File: src/design/asr_pkg.sv
// Package of constants and types for the status and sample register bank
// ============================================================
// Functional notes
// - Upset flag bit 7 set at power-up and soft reset, cleared by any write
// - Upset flag also set when a register upset or glitch is reported
// - Bit 6 shows motion state, 1 active, 0 inactive, reset value 1
// - Outside linked or loop mode motion state stays 1; host ignores it
// - Bit 5 set when inactivity or free fall is detected
// - Bit 4 set when activity above threshold is detected
// - Bit 3 set when the sample queue overruns unread entries
// - Bit 2 high while queue holds at least the watermark count
// - Bit 1 high while at least one sample waits in the queue
// - Bit 0 set on new valid sample, cleared on a queue read
// - Status byte is read-only and resets to 0x40
// - Queue count 0..512 as 10 bits split over low and high registers
// - Each axis gives a 12-bit signed result in a low/high register pair
// - High result bits 15..12 repeat result bit 11
// - Temperature uses the same sign-extended 12-bit pair format
// - Writing 0x52 to the reset register resets status, sample results and pin enables to defaults
// - Soft reset puts interrupt pins in high impedance, level held
// - Reset register is write-only and reads back 0x00
// - Sequencing field: X0 default, 01 linked, 11 loop
// - Default/linked events acked by status read; loop acks internally
package asr_pkg;

  // ============================================================
  // Register offsets
  localparam logic [7:0] OFS_STATUS_FLAGS   = 8'h0b;
  localparam logic [7:0] OFS_QCOUNT_LOW     = 8'h0c;
  localparam logic [7:0] OFS_QCOUNT_HIGH    = 8'h0d;
  localparam logic [7:0] OFS_X_ACCEL_LOW    = 8'h0e;
  localparam logic [7:0] OFS_X_ACCEL_HIGH   = 8'h0f;
  localparam logic [7:0] OFS_Y_ACCEL_LOW    = 8'h10;
  localparam logic [7:0] OFS_Y_ACCEL_HIGH   = 8'h11;
  localparam logic [7:0] OFS_Z_ACCEL_LOW    = 8'h12;
  localparam logic [7:0] OFS_Z_ACCEL_HIGH   = 8'h13;
  localparam logic [7:0] OFS_THERMAL_LOW    = 8'h14;
  localparam logic [7:0] OFS_THERMAL_HIGH   = 8'h15;
  localparam logic [7:0] OFS_SW_RESET_TRIG  = 8'h1f;

  // ============================================================
  // Values
  localparam logic [7:0] STATUS_RESET_VAL   = 8'h40;
  localparam logic [7:0] SW_RESET_CODE      = 8'h52;
  localparam logic [7:0] READ_ZERO          = 8'h00;
  localparam logic [11:0] SAMPLE_RESET_VAL  = 12'h000;
  localparam int          RESULT_WIDTH      = 12;
  localparam int          QCOUNT_WIDTH      = 10;

  // Host settle time after soft reset, in microseconds
  localparam int SW_RESET_SETTLE_US = 500;
  localparam int CLK_MHZ            = 100;
  localparam int SW_RESET_SETTLE_CYC = SW_RESET_SETTLE_US * CLK_MHZ;

  // ============================================================
  // Types
  typedef enum logic [1:0] {
    SEQ_DEFAULT     = 2'b00,
    SEQ_LINKED      = 2'b01,
    SEQ_DEFAULT_ALT = 2'b10,
    SEQ_LOOP        = 2'b11
  } asr_seq_e;

  typedef struct packed {
    logic configUpset;
    logic awake;
    logic stillnessFlag;
    logic motionFlag;
    logic queueOverrun;
    logic queueWatermark;
    logic queueReady;
    logic dataReady;
  } asr_status_s;

  typedef struct packed {
    logic [11:0] xAccel;
    logic [11:0] yAccel;
    logic [11:0] zAccel;
    logic [11:0] thermal;
  } asr_sample_s;

  typedef struct packed {
    logic       wrEn;
    logic       rdEn;
    logic [7:0] addr;
    logic [7:0] wrData;
  } asr_reg_req_s;

endpackage : asr_pkg

File: src/design/asr_status_sample_regs.sv
// Status, queue count, sample result and soft reset register bank
`timescale 1ns/1ps
`default_nettype none
module asr_status_sample_regs
  import asr_pkg::*;
#(
  parameter int QCOUNT_W = QCOUNT_WIDTH
) (
  input  wire logic              mclk,
  input  wire logic              arst_n,
  // Register access from the serial interface
  input  wire asr_reg_req_s      regReq,
  output logic [7:0]             regRdData,
  output logic                   regRdValid,
  // Motion and queue engine
  input  wire asr_seq_e          seqMode,
  input  wire logic              activityEvt,
  input  wire logic              inactivityEvt,
  input  wire logic              upsetEvt,
  input  wire logic              sampleStrobe,
  input  wire asr_sample_s       sampleIn,
  input  wire logic [QCOUNT_W-1:0] queueCount,
  input  wire logic [QCOUNT_W-1:0] watermarkLevel,
  input  wire logic              queueOverrunEvt,
  input  wire logic              queueReadEvt,
  // Interrupt pins from the mapper
  input  wire logic              int1Req,
  input  wire logic              int2Req,
  output logic                   int1Out,
  output logic                   int1OeN,
  output logic                   int2Out,
  output logic                   int2OeN,
  // Soft reset indication to the rest of the device
  output logic                   softResetPulse
);

  // ============================================================
  // Helpers
  function automatic logic [7:0] highByte(input logic [11:0] v);
    highByte = {{4{v[11]}}, v[11:8]};
  endfunction : highByte

  // ============================================================
  // State
  asr_status_s status_ff;
  asr_sample_s sample_ff;
  logic        pwrUp_ff;
  logic        pinsHiZ_ff;
  logic [7:0]  rdData_ff;
  logic        rdValid_ff;
  logic        softRst_ff;
  logic        int1_ff;
  logic        int2_ff;

  // ============================================================
  // Decode
  wire logic swResetHit = regReq.wrEn &&
                          regReq.addr == OFS_SW_RESET_TRIG &&
                          regReq.wrData == SW_RESET_CODE;
  wire logic statusRead = regReq.rdEn && regReq.addr == OFS_STATUS_FLAGS;
  wire logic seqLinked  = seqMode == SEQ_LINKED;
  wire logic seqLoop    = seqMode == SEQ_LOOP;
  wire logic seqAuto    = seqLinked || seqLoop;
  // Loop mode acknowledges internally, so status reads leave flags alone
  wire logic hostAck    = statusRead && !seqLoop;

  wire logic [QCOUNT_W-1:0] qZero = '0;
  wire logic watermarkLvl = queueCount >= watermarkLevel;
  wire logic readyLvl     = queueCount != qZero;

  // ============================================================
  // Next status
  asr_status_s nxt_status;
  always_comb begin
    nxt_status = status_ff;
    // Any write counts as configuring; an upset in the same cycle wins
    if (regReq.wrEn) begin
      nxt_status.configUpset = 1'b0;
    end
    if (pwrUp_ff || upsetEvt) begin
      nxt_status.configUpset = 1'b1;
    end
    if (!seqAuto) begin
      nxt_status.awake = 1'b1;
    end else if (activityEvt) begin
      nxt_status.awake = 1'b1;
    end else if (inactivityEvt) begin
      nxt_status.awake = 1'b0;
    end
    if (hostAck) begin
      nxt_status.motionFlag    = 1'b0;
      nxt_status.stillnessFlag = 1'b0;
      nxt_status.queueOverrun  = 1'b0;
    end
    // Loop mode: each event retires the opposite one
    if (seqLoop && activityEvt) begin
      nxt_status.stillnessFlag = 1'b0;
    end
    if (seqLoop && inactivityEvt) begin
      nxt_status.motionFlag = 1'b0;
    end
    if (activityEvt) begin
      nxt_status.motionFlag = 1'b1;
    end
    if (inactivityEvt) begin
      nxt_status.stillnessFlag = 1'b1;
    end
    if (queueOverrunEvt) begin
      nxt_status.queueOverrun = 1'b1;
    end
    nxt_status.queueWatermark = watermarkLvl;
    nxt_status.queueReady     = readyLvl;
    if (queueReadEvt) begin
      nxt_status.dataReady = 1'b0;
    end
    if (sampleStrobe) begin
      nxt_status.dataReady = 1'b1;
    end
  end

  // ============================================================
  // Read mux; data written to read-only offsets is not stored
  logic [7:0] nxt_rdData;
  always_comb begin
    nxt_rdData = READ_ZERO;
    unique case (regReq.addr)
      OFS_STATUS_FLAGS:  nxt_rdData = status_ff;
      OFS_QCOUNT_LOW:    nxt_rdData = queueCount[7:0];
      OFS_QCOUNT_HIGH:   nxt_rdData = {6'h00, queueCount[9:8]};
      OFS_X_ACCEL_LOW:   nxt_rdData = sample_ff.xAccel[7:0];
      OFS_X_ACCEL_HIGH:  nxt_rdData = highByte(sample_ff.xAccel);
      OFS_Y_ACCEL_LOW:   nxt_rdData = sample_ff.yAccel[7:0];
      OFS_Y_ACCEL_HIGH:  nxt_rdData = highByte(sample_ff.yAccel);
      OFS_Z_ACCEL_LOW:   nxt_rdData = sample_ff.zAccel[7:0];
      OFS_Z_ACCEL_HIGH:  nxt_rdData = highByte(sample_ff.zAccel);
      OFS_THERMAL_LOW:   nxt_rdData = sample_ff.thermal[7:0];
      OFS_THERMAL_HIGH:  nxt_rdData = highByte(sample_ff.thermal);
      OFS_SW_RESET_TRIG: nxt_rdData = READ_ZERO;
      default:           nxt_rdData = READ_ZERO;
    endcase
  end

  // Pins stay released after soft reset until software configures again
  wire logic nxt_pinsHiZ = swResetHit ? 1'b1 :
                           (regReq.wrEn ? 1'b0 : pinsHiZ_ff);

  // ============================================================
  // Status and power-up marker
  always_ff @(posedge mclk or negedge arst_n) begin
    if (!arst_n) begin
      status_ff <= STATUS_RESET_VAL;
      pwrUp_ff  <= 1'b1;
    end else if (swResetHit) begin
      status_ff <= STATUS_RESET_VAL;
      pwrUp_ff  <= 1'b1;
    end else begin
      status_ff <= nxt_status;
      pwrUp_ff  <= 1'b0;
    end
  end

  // ============================================================
  // Sample results
  always_ff @(posedge mclk or negedge arst_n) begin
    if (!arst_n) begin
      sample_ff <= '0;
    end else if (swResetHit) begin
      sample_ff <= '0;
    end else if (sampleStrobe) begin
      sample_ff <= sampleIn;
    end
  end

  // ============================================================
  // Read port, soft reset and pins
  always_ff @(posedge mclk or negedge arst_n) begin
    if (!arst_n) begin
      rdData_ff  <= READ_ZERO;
      rdValid_ff <= 1'b0;
      softRst_ff <= 1'b0;
      pinsHiZ_ff <= 1'b1;
      int1_ff    <= 1'b0;
      int2_ff    <= 1'b0;
    end else begin
      rdData_ff  <= regReq.rdEn ? nxt_rdData : READ_ZERO;
      rdValid_ff <= regReq.rdEn;
      softRst_ff <= swResetHit;
      pinsHiZ_ff <= nxt_pinsHiZ;
      // Keeper behaviour: last level holds while released
      if (!nxt_pinsHiZ) begin
        int1_ff <= int1Req;
        int2_ff <= int2Req;
      end
    end
  end

  assign regRdData      = rdData_ff;
  assign regRdValid     = rdValid_ff;
  assign softResetPulse = softRst_ff;
  assign int1Out        = int1_ff;
  assign int2Out        = int2_ff;
  assign int1OeN        = pinsHiZ_ff;
  assign int2OeN        = pinsHiZ_ff;

  // ============================================================
  // Checks
  a_upset_after_reset: assert property (
    @(posedge mclk) disable iff (!arst_n)
    $past(swResetHit) && !swResetHit |=> status_ff.configUpset)
    else $error("upset flag not set after soft reset");

  a_upset_write_clear: assert property (
    @(posedge mclk) disable iff (!arst_n)
    regReq.wrEn && !swResetHit && !upsetEvt && !pwrUp_ff
    |=> !status_ff.configUpset)
    else $error("upset flag not cleared by write");

  a_upset_event_set: assert property (
    @(posedge mclk) disable iff (!arst_n)
    upsetEvt && !swResetHit |=> status_ff.configUpset)
    else $error("upset event lost");

  a_awake_default_one: assert property (
    @(posedge mclk) disable iff (!arst_n)
    !seqAuto && !swResetHit |=> status_ff.awake)
    else $error("motion state not held in default mode");

  a_awake_goes_idle: assert property (
    @(posedge mclk) disable iff (!arst_n)
    seqAuto && inactivityEvt && !activityEvt && !swResetHit
    |=> !status_ff.awake)
    else $error("motion state not cleared on inactivity");

  a_motion_flag_set: assert property (
    @(posedge mclk) disable iff (!arst_n)
    activityEvt && !swResetHit |=> status_ff.motionFlag)
    else $error("activity flag not set");

  a_still_flag_set: assert property (
    @(posedge mclk) disable iff (!arst_n)
    inactivityEvt && !swResetHit |=> status_ff.stillnessFlag)
    else $error("inactivity flag not set");

  a_overrun_sticky: assert property (
    @(posedge mclk) disable iff (!arst_n)
    queueOverrunEvt && !swResetHit ##1 !hostAck && !swResetHit
    |=> status_ff.queueOverrun)
    else $error("overrun flag not sticky");

  a_watermark_level: assert property (
    @(posedge mclk) disable iff (!arst_n)
    !swResetHit |=> status_ff.queueWatermark == $past(watermarkLvl))
    else $error("watermark flag wrong");

  a_ready_clear: assert property (
    @(posedge mclk) disable iff (!arst_n)
    queueReadEvt && !sampleStrobe |=> !status_ff.dataReady)
    else $error("data ready not cleared by queue read");

  a_high_sign_copy: assert property (
    @(posedge mclk) disable iff (!arst_n)
    regReq.rdEn && regReq.addr == OFS_X_ACCEL_HIGH
    |=> regRdData[7:4] == {4{$past(sample_ff.xAccel[11])}})
    else $error("sign copy bits wrong");

  a_reset_reads_zero: assert property (
    @(posedge mclk) disable iff (!arst_n)
    regReq.rdEn && regReq.addr == OFS_SW_RESET_TRIG
    |=> regRdValid && regRdData == READ_ZERO)
    else $error("reset register read not zero");

  a_pins_released: assert property (
    @(posedge mclk) disable iff (!arst_n)
    swResetHit |=> int1OeN && int2OeN && softResetPulse)
    else $error("pins not released on soft reset");

  a_other_code_inert: assert property (
    @(posedge mclk) disable iff (!arst_n)
    regReq.wrEn && regReq.addr == OFS_SW_RESET_TRIG &&
    regReq.wrData != SW_RESET_CODE |=> !softResetPulse)
    else $error("non-code write caused reset");

  a_powerup_upset: assert property (
    @(posedge mclk) disable iff (!arst_n)
    pwrUp_ff && !swResetHit |=> status_ff.configUpset)
    else $error("upset flag not set after power-up");

  a_ready_set: assert property (
    @(posedge mclk) disable iff (!arst_n)
    sampleStrobe && !swResetHit |=> status_ff.dataReady)
    else $error("data ready not set by new sample");

  a_queue_ready: assert property (
    @(posedge mclk) disable iff (!arst_n)
    !swResetHit |=> status_ff.queueReady == $past(readyLvl))
    else $error("queue ready flag wrong");

  a_still_ack: assert property (
    @(posedge mclk) disable iff (!arst_n)
    hostAck && !inactivityEvt && !swResetHit |=> !status_ff.stillnessFlag)
    else $error("inactivity flag not acknowledged by read");

  a_motion_ack: assert property (
    @(posedge mclk) disable iff (!arst_n)
    hostAck && !activityEvt && !swResetHit |=> !status_ff.motionFlag)
    else $error("activity flag not acknowledged by read");

  a_loop_no_ack: assert property (
    @(posedge mclk) disable iff (!arst_n)
    seqLoop && statusRead && status_ff.motionFlag && !inactivityEvt &&
    !swResetHit |=> status_ff.motionFlag)
    else $error("status read cleared flag in loop mode");

  a_loop_retire: assert property (
    @(posedge mclk) disable iff (!arst_n)
    seqLoop && activityEvt && !inactivityEvt && !swResetHit
    |=> !status_ff.stillnessFlag)
    else $error("loop mode did not retire inactivity flag");

  a_awake_wakes: assert property (
    @(posedge mclk) disable iff (!arst_n)
    seqAuto && activityEvt && !swResetHit |=> status_ff.awake)
    else $error("motion state not set on activity");

  a_status_read_data: assert property (
    @(posedge mclk) disable iff (!arst_n)
    statusRead |=> regRdValid && regRdData == $past(status_ff))
    else $error("status read data wrong");

  a_qcount_low: assert property (
    @(posedge mclk) disable iff (!arst_n)
    regReq.rdEn && regReq.addr == OFS_QCOUNT_LOW
    |=> regRdData == $past(queueCount[7:0]))
    else $error("queue count low byte wrong");

  a_qcount_high: assert property (
    @(posedge mclk) disable iff (!arst_n)
    regReq.rdEn && regReq.addr == OFS_QCOUNT_HIGH
    |=> regRdData == {6'h00, $past(queueCount[9:8])})
    else $error("queue count high byte wrong");

  a_y_sign_copy: assert property (
    @(posedge mclk) disable iff (!arst_n)
    regReq.rdEn && regReq.addr == OFS_Y_ACCEL_HIGH
    |=> regRdData[7:4] == {4{$past(sample_ff.yAccel[11])}})
    else $error("y sign copy bits wrong");

  a_z_sign_copy: assert property (
    @(posedge mclk) disable iff (!arst_n)
    regReq.rdEn && regReq.addr == OFS_Z_ACCEL_HIGH
    |=> regRdData[7:4] == {4{$past(sample_ff.zAccel[11])}})
    else $error("z sign copy bits wrong");

  a_thermal_sign_copy: assert property (
    @(posedge mclk) disable iff (!arst_n)
    regReq.rdEn && regReq.addr == OFS_THERMAL_HIGH
    |=> regRdData[7:4] == {4{$past(sample_ff.thermal[11])}})
    else $error("temperature sign copy bits wrong");

  a_sample_capture: assert property (
    @(posedge mclk) disable iff (!arst_n)
    sampleStrobe && !swResetHit |=> sample_ff == $past(sampleIn))
    else $error("sample not captured");

  a_soft_reset_state: assert property (
    @(posedge mclk) disable iff (!arst_n)
    swResetHit |=> status_ff == STATUS_RESET_VAL && sample_ff == '0)
    else $error("soft reset did not restore defaults");

  a_pulse_one_cycle: assert property (
    @(posedge mclk) disable iff (!arst_n)
    softResetPulse && !swResetHit |=> !softResetPulse)
    else $error("soft reset pulse too long");

  a_pins_redriven: assert property (
    @(posedge mclk) disable iff (!arst_n)
    regReq.wrEn && !swResetHit |=> !int1OeN && !int2OeN)
    else $error("pins not driven after write");

  a_pins_keep: assert property (
    @(posedge mclk) disable iff (!arst_n)
    int1OeN && !regReq.wrEn |=> $stable(int1Out) && $stable(int2Out))
    else $error("released pin level not held");

endmodule : asr_status_sample_regs
`default_nettype wire

File: config.mk
export PLATFORM = sky130hd
export DESIGN_NAME = asr_status_sample_regs
export DESIGN_NICKNAME = d
export VERILOG_FILES = /design/src/design/asr_pkg.sv /design/src/design/asr_status_sample_regs.sv
export SDC_FILE = /design/constraint.sdc
export NUM_CORES = 1
export LEC_CHECK = 0
export ABC_AREA = 1
export BUFFER_PORTS_ARGS = -buffer_cell sky130_fd_sc_hd__buf_2
export CAP_MARGIN = 15
export CORE_MARGIN = 3
export CORE_UTILIZATION = 45
export CTS_BUF_LIST = sky130_fd_sc_hd__clkbuf_16
export DETAILED_ROUTE_END_ITERATION = 7
export GPL_TIMING_DRIVEN = 0
export HOLD_SLACK_MARGIN = 0.02
export PLACE_DENSITY = 0.71
export SLEW_MARGIN = 10
export SYNTH_ARGS = -nofsm -noshare
export SYNTH_HDL_FRONTEND = slang
export SYNTH_SLANG_ARGS = --single-unit
File: constraint.sdc
create_clock -name mclk -period 1.45 [get_ports mclk]
set_clock_uncertainty 0.15 [all_clocks]
set_input_delay 0.2175 -clock mclk [delete_from_list [all_inputs] [get_ports mclk]]
set_output_delay 0.2175 -clock mclk [all_outputs]
set_load 0.05 [all_outputs]
==> impl_metrics.env, run 1 <==
export IMPL_cts_tree="done"
export IMPL_post_place_ws_ns=-0.433
export IMPL_nets=806
export IMPL_stdcell_count=808
export IMPL_drt_wl_total_um=12900
export IMPL_slowest_delay_ns=0.54
export IMPL_worstSetupStartpointType="register"
export IMPL_area_growth_syn_to_layout_pct=44.0
export IMPL_synth_nets=623
export IMPL_status="finished with violations"
export IMPL_cp_cell_sequence="buf_6, buf_8"
export IMPL_place_area_um2=4650
export IMPL_place_inst=731
export IMPL_avgViaCountPerCell=5.35
export IMPL_chipWidth_um=99.6
export IMPL_clock_sinks=70
export IMPL_ys_ff_latch=70
export IMPL_ctsLongestPathBuffers=2
export IMPL_worst_hold_path_type="input port to register"
export IMPL_grtUsageMet1_pct=34.7
export IMPL_multi_input_area_um2=1970
export IMPL_final_cell_mix="157 x nand3_1, 114 x buf_2, 103 x nand2_1"
export IMPL_final_setup_worst_slack_ns=-0.0202
export IMPL_syn_area_per_cell_um2=7.66
export IMPL_seqCellArea_um2=1760
export IMPL_total_power_uw=5300
export IMPL_critical_path_required_ns=1.08
export IMPL_dieHeight_um=99.6
export IMPL_report_final_setup_viol=1
export IMPL_drv_slew=0
export IMPL_ys_seq_area_share_pct=44.5
export IMPL_ir_drop_v=0.000529
export IMPL_holdWs_ns=0.0343
export IMPL_grt_pass1_wl_um=20400
export IMPL_antennaDiodeCount=0
export IMPL_wl_per_cell_um=16.0
export IMPL_dr_pass1_iters=5
export IMPL_cts_htree_levels=3
export IMPL_cts_clk_slew_worst_paths_ns=0.06
export IMPL_portBuffers=110
export IMPL_rows=33
export IMPL_syn_inst=515
export IMPL_drv_cap=0
export IMPL_antenna_found_initial=0
export IMPL_cts_buffers=9
export IMPL_first_global_vias=4137
export IMPL_fin_crit_ns=1.47
export IMPL_synth_area_um2=3940
export IMPL_grt_max_degree=37
export IMPL_layout_drive_gt1_share_pct=27.0
export IMPL_max_slew_margin_pct=58.8
export IMPL_worst_pin_slew_ns=0.618
export IMPL_vias=4326
export IMPL_final_fill_count=686
export IMPL_hold_viol=0
export IMPL_use_met3_pct=4.35
export IMPL_rsz0062_at_grt="true"
export IMPL_final_common_cell="nand3_1"
export IMPL_slowest_stage="dfstp_2"
export IMPL_min_period_over_period_pct=101
export IMPL_grt_use_total_pct=26.4
export IMPL_die_area_um2=9920
export IMPL_cp_end_kind="output port"
export IMPL_final_area_um2=5680
export IMPL_crit_arrival_ns=1.10
export IMPL_busiest_layer="met2"
export IMPL_core_um2=8380
export IMPL_antenna_left=0
export IMPL_min_path_cells=3
export IMPL_gp_congestion=0.926
export IMPL_r2r_cells=4
export IMPL_drtIter0Drc=374
export IMPL_gr_total_overflow=0
export IMPL_leakage_uw=0.00301
export IMPL_criticalPathCategory="register to output port"
export IMPL_clk_latency_ns=0.34
export IMPL_dpl_hpwl_um=9160
export IMPL_ios=112
export IMPL_power_density_nw_per_um2=934
export IMPL_met2_usage_pct=43.4
export IMPL_max_clock_freq_mhz=680
export IMPL_synth_cell_types=26
export IMPL_violations="negative setup slack"
export IMPL_drc=0
export IMPL_root_buffer="clkbuf_16"
export IMPL_synth_warnings=0
export IMPL_cp_max_fo=3
export IMPL_start_util_pct=47.0
## cells in the mapped netlist, drive strengths merged
cell type,count,area (um2)
a21boi,1,7.51
a21oi,13,65.1
a31oi,1,6.26
and3,1,6.26
buf,11,72.6
clkbuf,17,63.8
dfrtp,67,1680
dfstp,3,78.8
ha,10,125
inv,37,139
nand2,107,412
nand3,175,966
nand4,2,12.5
nor2,59,244
nor3,2,10.0
nor4,4,25.0
o21ai,2,10.0
o31ai,3,22.5
## where the power goes
group          internal, uW  switching (uW)  total [uW]
sequential             2090             105        2200
combinational           353             392         745
clock                  1500             863        2360
## final timing paths
kind,startpoint,endpoint,slack [ns]
min,sampleIn[29],sample_ff[29]$_DFFE_PN0P_,0.03
min in group asynchronous,arst_n,sample_ff[45]$_DFFE_PN0P_,0.23
max reg2reg,sample_ff[35]$_DFFE_PN0P_,regRdData[3]$_DFF_PN0_,0.15
max,int1OeN$_DFF_PN1_,int2OeN,-0.02
max in group asynchronous,arst_n,int1OeN$_DFF_PN1_,0.29
min reg2reg,int1Out$_DFFE_PN0N_,int1Out$_DFFE_PN0N_,0.31
## cell type report
class / instances / area share (%)
Timing Repair Buffer: 172 / 21.2
Multi-Input combinational cell: 380 / 34.8
Tap cell: 105 / 2.31
Clock inverter: 7 / 1.56
Inverter: 37 / 2.45
Clock buffer: 9 / 3.97
Buffer: 28 / 2.78
Sequential cell: 70 / 30.9
## cell families (layout without fill, tap and decap cells)
logic type | count (synthesis) | count (layout) | synth area share, %
AND/OR/NAND/NOR | 350 | 350 | 42.5
flip-flops | 70 | 70 | 44.5
buffers and inverters | 65 | 253 | 6.98
AO/OA/AOI/OAI | 20 | 20 | 2.82
adder cells (fa/ha/maj) | 10 | 10 | 3.17
## critical path: cells and delay by family (launching register included)
kind / cells / cell delay [ns]
flip-flops: 1 / 0.54
buffers and inverters: 2 / 0.22
## flip-flops by register name, summed over array words and instances, names as in the netlist
| signal | cells |
|---|---|
| int1OeN | 1 |
| softResetPulse | 1 |
| regRdValid | 1 |
| pwrUp_ff | 1 |
| status_ff | 8 |
| int1Out | 1 |
| regRdData | 8 |
| sample_ff | 48 |
| int2Out | 1 |
## what timing repair did
item,CTS,global route
endpoints found under the setup margin,56,61
gates cloned,0,1
resized for setup,13,28
endpoints found under the hold margin,94,0
setup buffers,0,3
pin swaps,1,3
hold buffers,57,0
## metal layers
metal	wire [um]	vias up
met3	752	36
met2	6210	179
met4	436	0
li1	-	2098
met1	5550	2013
met5	0	-
## stage by stage
| stage | util (%) | setup TNS [ns] |
|---|---|---|
| 2_1_floorplan | - | 0 |
| 3_3_place_gp | 55.2 | -45.12 |
| 3_5_place_dp | 55.4 | -23.97 |
| 4_1_cts | 66.4 | -0.0243 |
| 5_1_grt | 67.7 | -0.168 |
| 6_report | 67.7 | -0.0202 |
Power figures use the tool's default switching activity.
==> run 2: changes to the inputs <==
--- a/config.mk
+++ b/config.mk
@@ -9,12 +9,11 @@
 export BUFFER_PORTS_ARGS = -buffer_cell sky130_fd_sc_hd__buf_2
 export CAP_MARGIN = 15
 export CORE_MARGIN = 3
-export CORE_UTILIZATION = 45
+export CORE_UTILIZATION = 32
 export CTS_BUF_LIST = sky130_fd_sc_hd__clkbuf_16
 export DETAILED_ROUTE_END_ITERATION = 7
 export GPL_TIMING_DRIVEN = 0
 export HOLD_SLACK_MARGIN = 0.02
-export PLACE_DENSITY = 0.71
 export SLEW_MARGIN = 10
 export SYNTH_ARGS = -nofsm -noshare
 export SYNTH_HDL_FRONTEND = slang
==> impl_metrics.env, run 2 (same netlist as run 1, synthesis figures left out) <==
export IMPL_worst_hold_path_type="input port to register"
export IMPL_leakage_uw=0.00305
export IMPL_drv_slew=0
export IMPL_die_area_um2=13700
export IMPL_wl_per_cell_um=15.0
export IMPL_ir_drop_v=0.000603
export IMPL_min_from="regReq[16]"
export IMPL_ctsLongestPathBuffers=2
export IMPL_cp_num_buf_inv=2
export IMPL_rows=39
export IMPL_final_common_cell="nand3_1"
export IMPL_max_slew_margin_pct=65.4
export IMPL_grt_max_degree=59
export IMPL_antenna_left=0
export IMPL_grt_pass1_wl_um=20300
export IMPL_tns_ns=-0.0213
export IMPL_portBuffers=110
export IMPL_cts_tree="done"
export IMPL_chipWidth_um=117
export IMPL_grt_use_total_pct=19.1
export IMPL_fin_util_pct=49.3
export IMPL_path_depth=2
export IMPL_cp_max_fo=3
export IMPL_worst_pin_slew_ns=0.518
export IMPL_drv_cap=0
export IMPL_final_cell_mix="155 x nand3_1, 110 x buf_2, 103 x nand2_1"
export IMPL_gr_total_overflow=0
export IMPL_nets=807
export IMPL_cts_buffers=9
export IMPL_rsz0062_at_grt="true"
export IMPL_crit_arrival_ns=1.10
export IMPL_ios=112
export IMPL_core_um2=11700
export IMPL_cp_end_kind="output port"
export IMPL_dieHeight_um=117
export IMPL_max_clock_freq_mhz=680
export IMPL_root_buffer="clkbuf_16"
export IMPL_layout_drive_gt1_share_pct=27.0
export IMPL_start_util_pct=33.7
export IMPL_startpoint="int1OeN$_DFF_PN1_"
export IMPL_post_place_ws_ns=-0.446
export IMPL_critical_path_required_ns=1.08
export IMPL_stdcell_count=847
export IMPL_vias=4273
export IMPL_avgViaCountPerCell=5.04
export IMPL_r2r_start="sample_ff[35]$_DFFE_PN0P_"
export IMPL_final_setup_worst_slack_ns=-0.0213
export IMPL_violations="negative setup slack"
export IMPL_gp_congestion=1.03
export IMPL_report_final_setup_viol=1
export IMPL_fin_crit_ns=1.47
export IMPL_dr_pass1_iters=4
export IMPL_top_register="sample_ff"
export IMPL_clock_sinks=70
export IMPL_min_period_over_period_pct=101
export IMPL_cts_clk_slew_worst_paths_ns=0.06
export IMPL_drc=0
export IMPL_r2r_slack_ns=0.21
export IMPL_place_inst=769
export IMPL_slowest_stage="dfstp_2"
export IMPL_cp_cell_sequence="buf_6, buf_8"
export IMPL_critPathTopFamily="flip-flops"
export IMPL_area_growth_syn_to_layout_pct=46.4
export IMPL_cts_htree_levels=3
export IMPL_slowest_delay_ns=0.55
export IMPL_drt_wl_total_um=12700
export IMPL_power_density_nw_per_um2=945
export IMPL_clk_latency_ns=0.33
export IMPL_antenna_found_initial=0
export IMPL_first_global_vias=4258
export IMPL_drtIter0Drc=265
export IMPL_min_path_cells=3
export IMPL_largest_reg_flops=48
export IMPL_status="finished with violations"
export IMPL_criticalPathCategory="register to output port"
export IMPL_dpl_hpwl_um=9590
export IMPL_worstSetupStartpointType="register"
export IMPL_hold_viol=0
export IMPL_r2r_cells=4
export IMPL_antennaDiodeCount=0
-- run 2: cell count changes in the layout (fill, tap and decap cells not counted), moves of 2 or more --
cell	delta
buf_2	-4
clkbuf_2	-4
nand3_1	-2
clkbuf_1	+3
buf_6	+3
nor2_4	-2
clkbuf_4	+2
buf_4	+3
nand3_2	+2
-- run 2: path summary, 6_finish.rpt --
| kind | endpoint |
|---|---|
| worst max-delay path | int2OeN |
| worst min-delay path | regRdData[0]$_DFF_PN0_ |
| worst max register to register | regRdData[3]$_DFF_PN0_ |
| worst min register to register | int1Out$_DFFE_PN0N_ |
| max in group asynchronous | pwrUp_ff$_DFF_PN1_ |
| min in group asynchronous | sample_ff[16]$_DFFE_PN0P_ |
-- run 2: where the power goes --
group	internal (uW)	switching (uW)
Clock	1680	837
Sequential	2090	104
Combinational	353	385
-- run 2: layer usage --
metal,global-route usage [%],wire [um],vias to the layer above
met1,25.1,5620,1981
li1,-,-,2100
met5,0,0,-
met2,30.9,5900,168
met3,3.65,804,24
met4,7.87,383,0
-- run 2: worst register-to-register path, delay by kind of cell, from the launching register on --
kind,cells,cell delay [ns]
AO/OA/AOI/OAI,1,0.13
flip-flops,1,0.41
AND/OR/NAND/NOR,3,0.42
-- run 2: final cells by class --
cell class                 instances  area [um2]
clock inverter                     7         120
clock buffer                       9         225
fill                            1139        5940
inverter                          37         139
multi-input combinational        380        1950
buffer                            28         180
timing repair buffer             173        1220
sequential                        70        1760
tap                              143         179
-- run 2: per-stage QoR --
| step | total power, uW | hold slack [ns] | area (um2) |
|---|---|---|---|
| after floorplan | 2510 | -0.228 | 3940 |
| after global placement | 2810 | 0.279 | 4670 |
| after detailed placement | 2840 | -0.0664 | 4700 |
| after CTS | 5490 | 0.0212 | 5640 |
| after global routing | 5690 | 0.0535 | 5770 |
| final | 5460 | 0.0321 | 5770 |
-- run 2: timing repair --
action                                  in CTS  in global routing
setup buffers                                2                  3
endpoints found under the setup margin      38                 56
resized for setup                            7                 46
hold buffers                                56                  0
cloned                                       0                  1
pin swaps                                    1                  2
endpoints found under the hold margin      121                  0
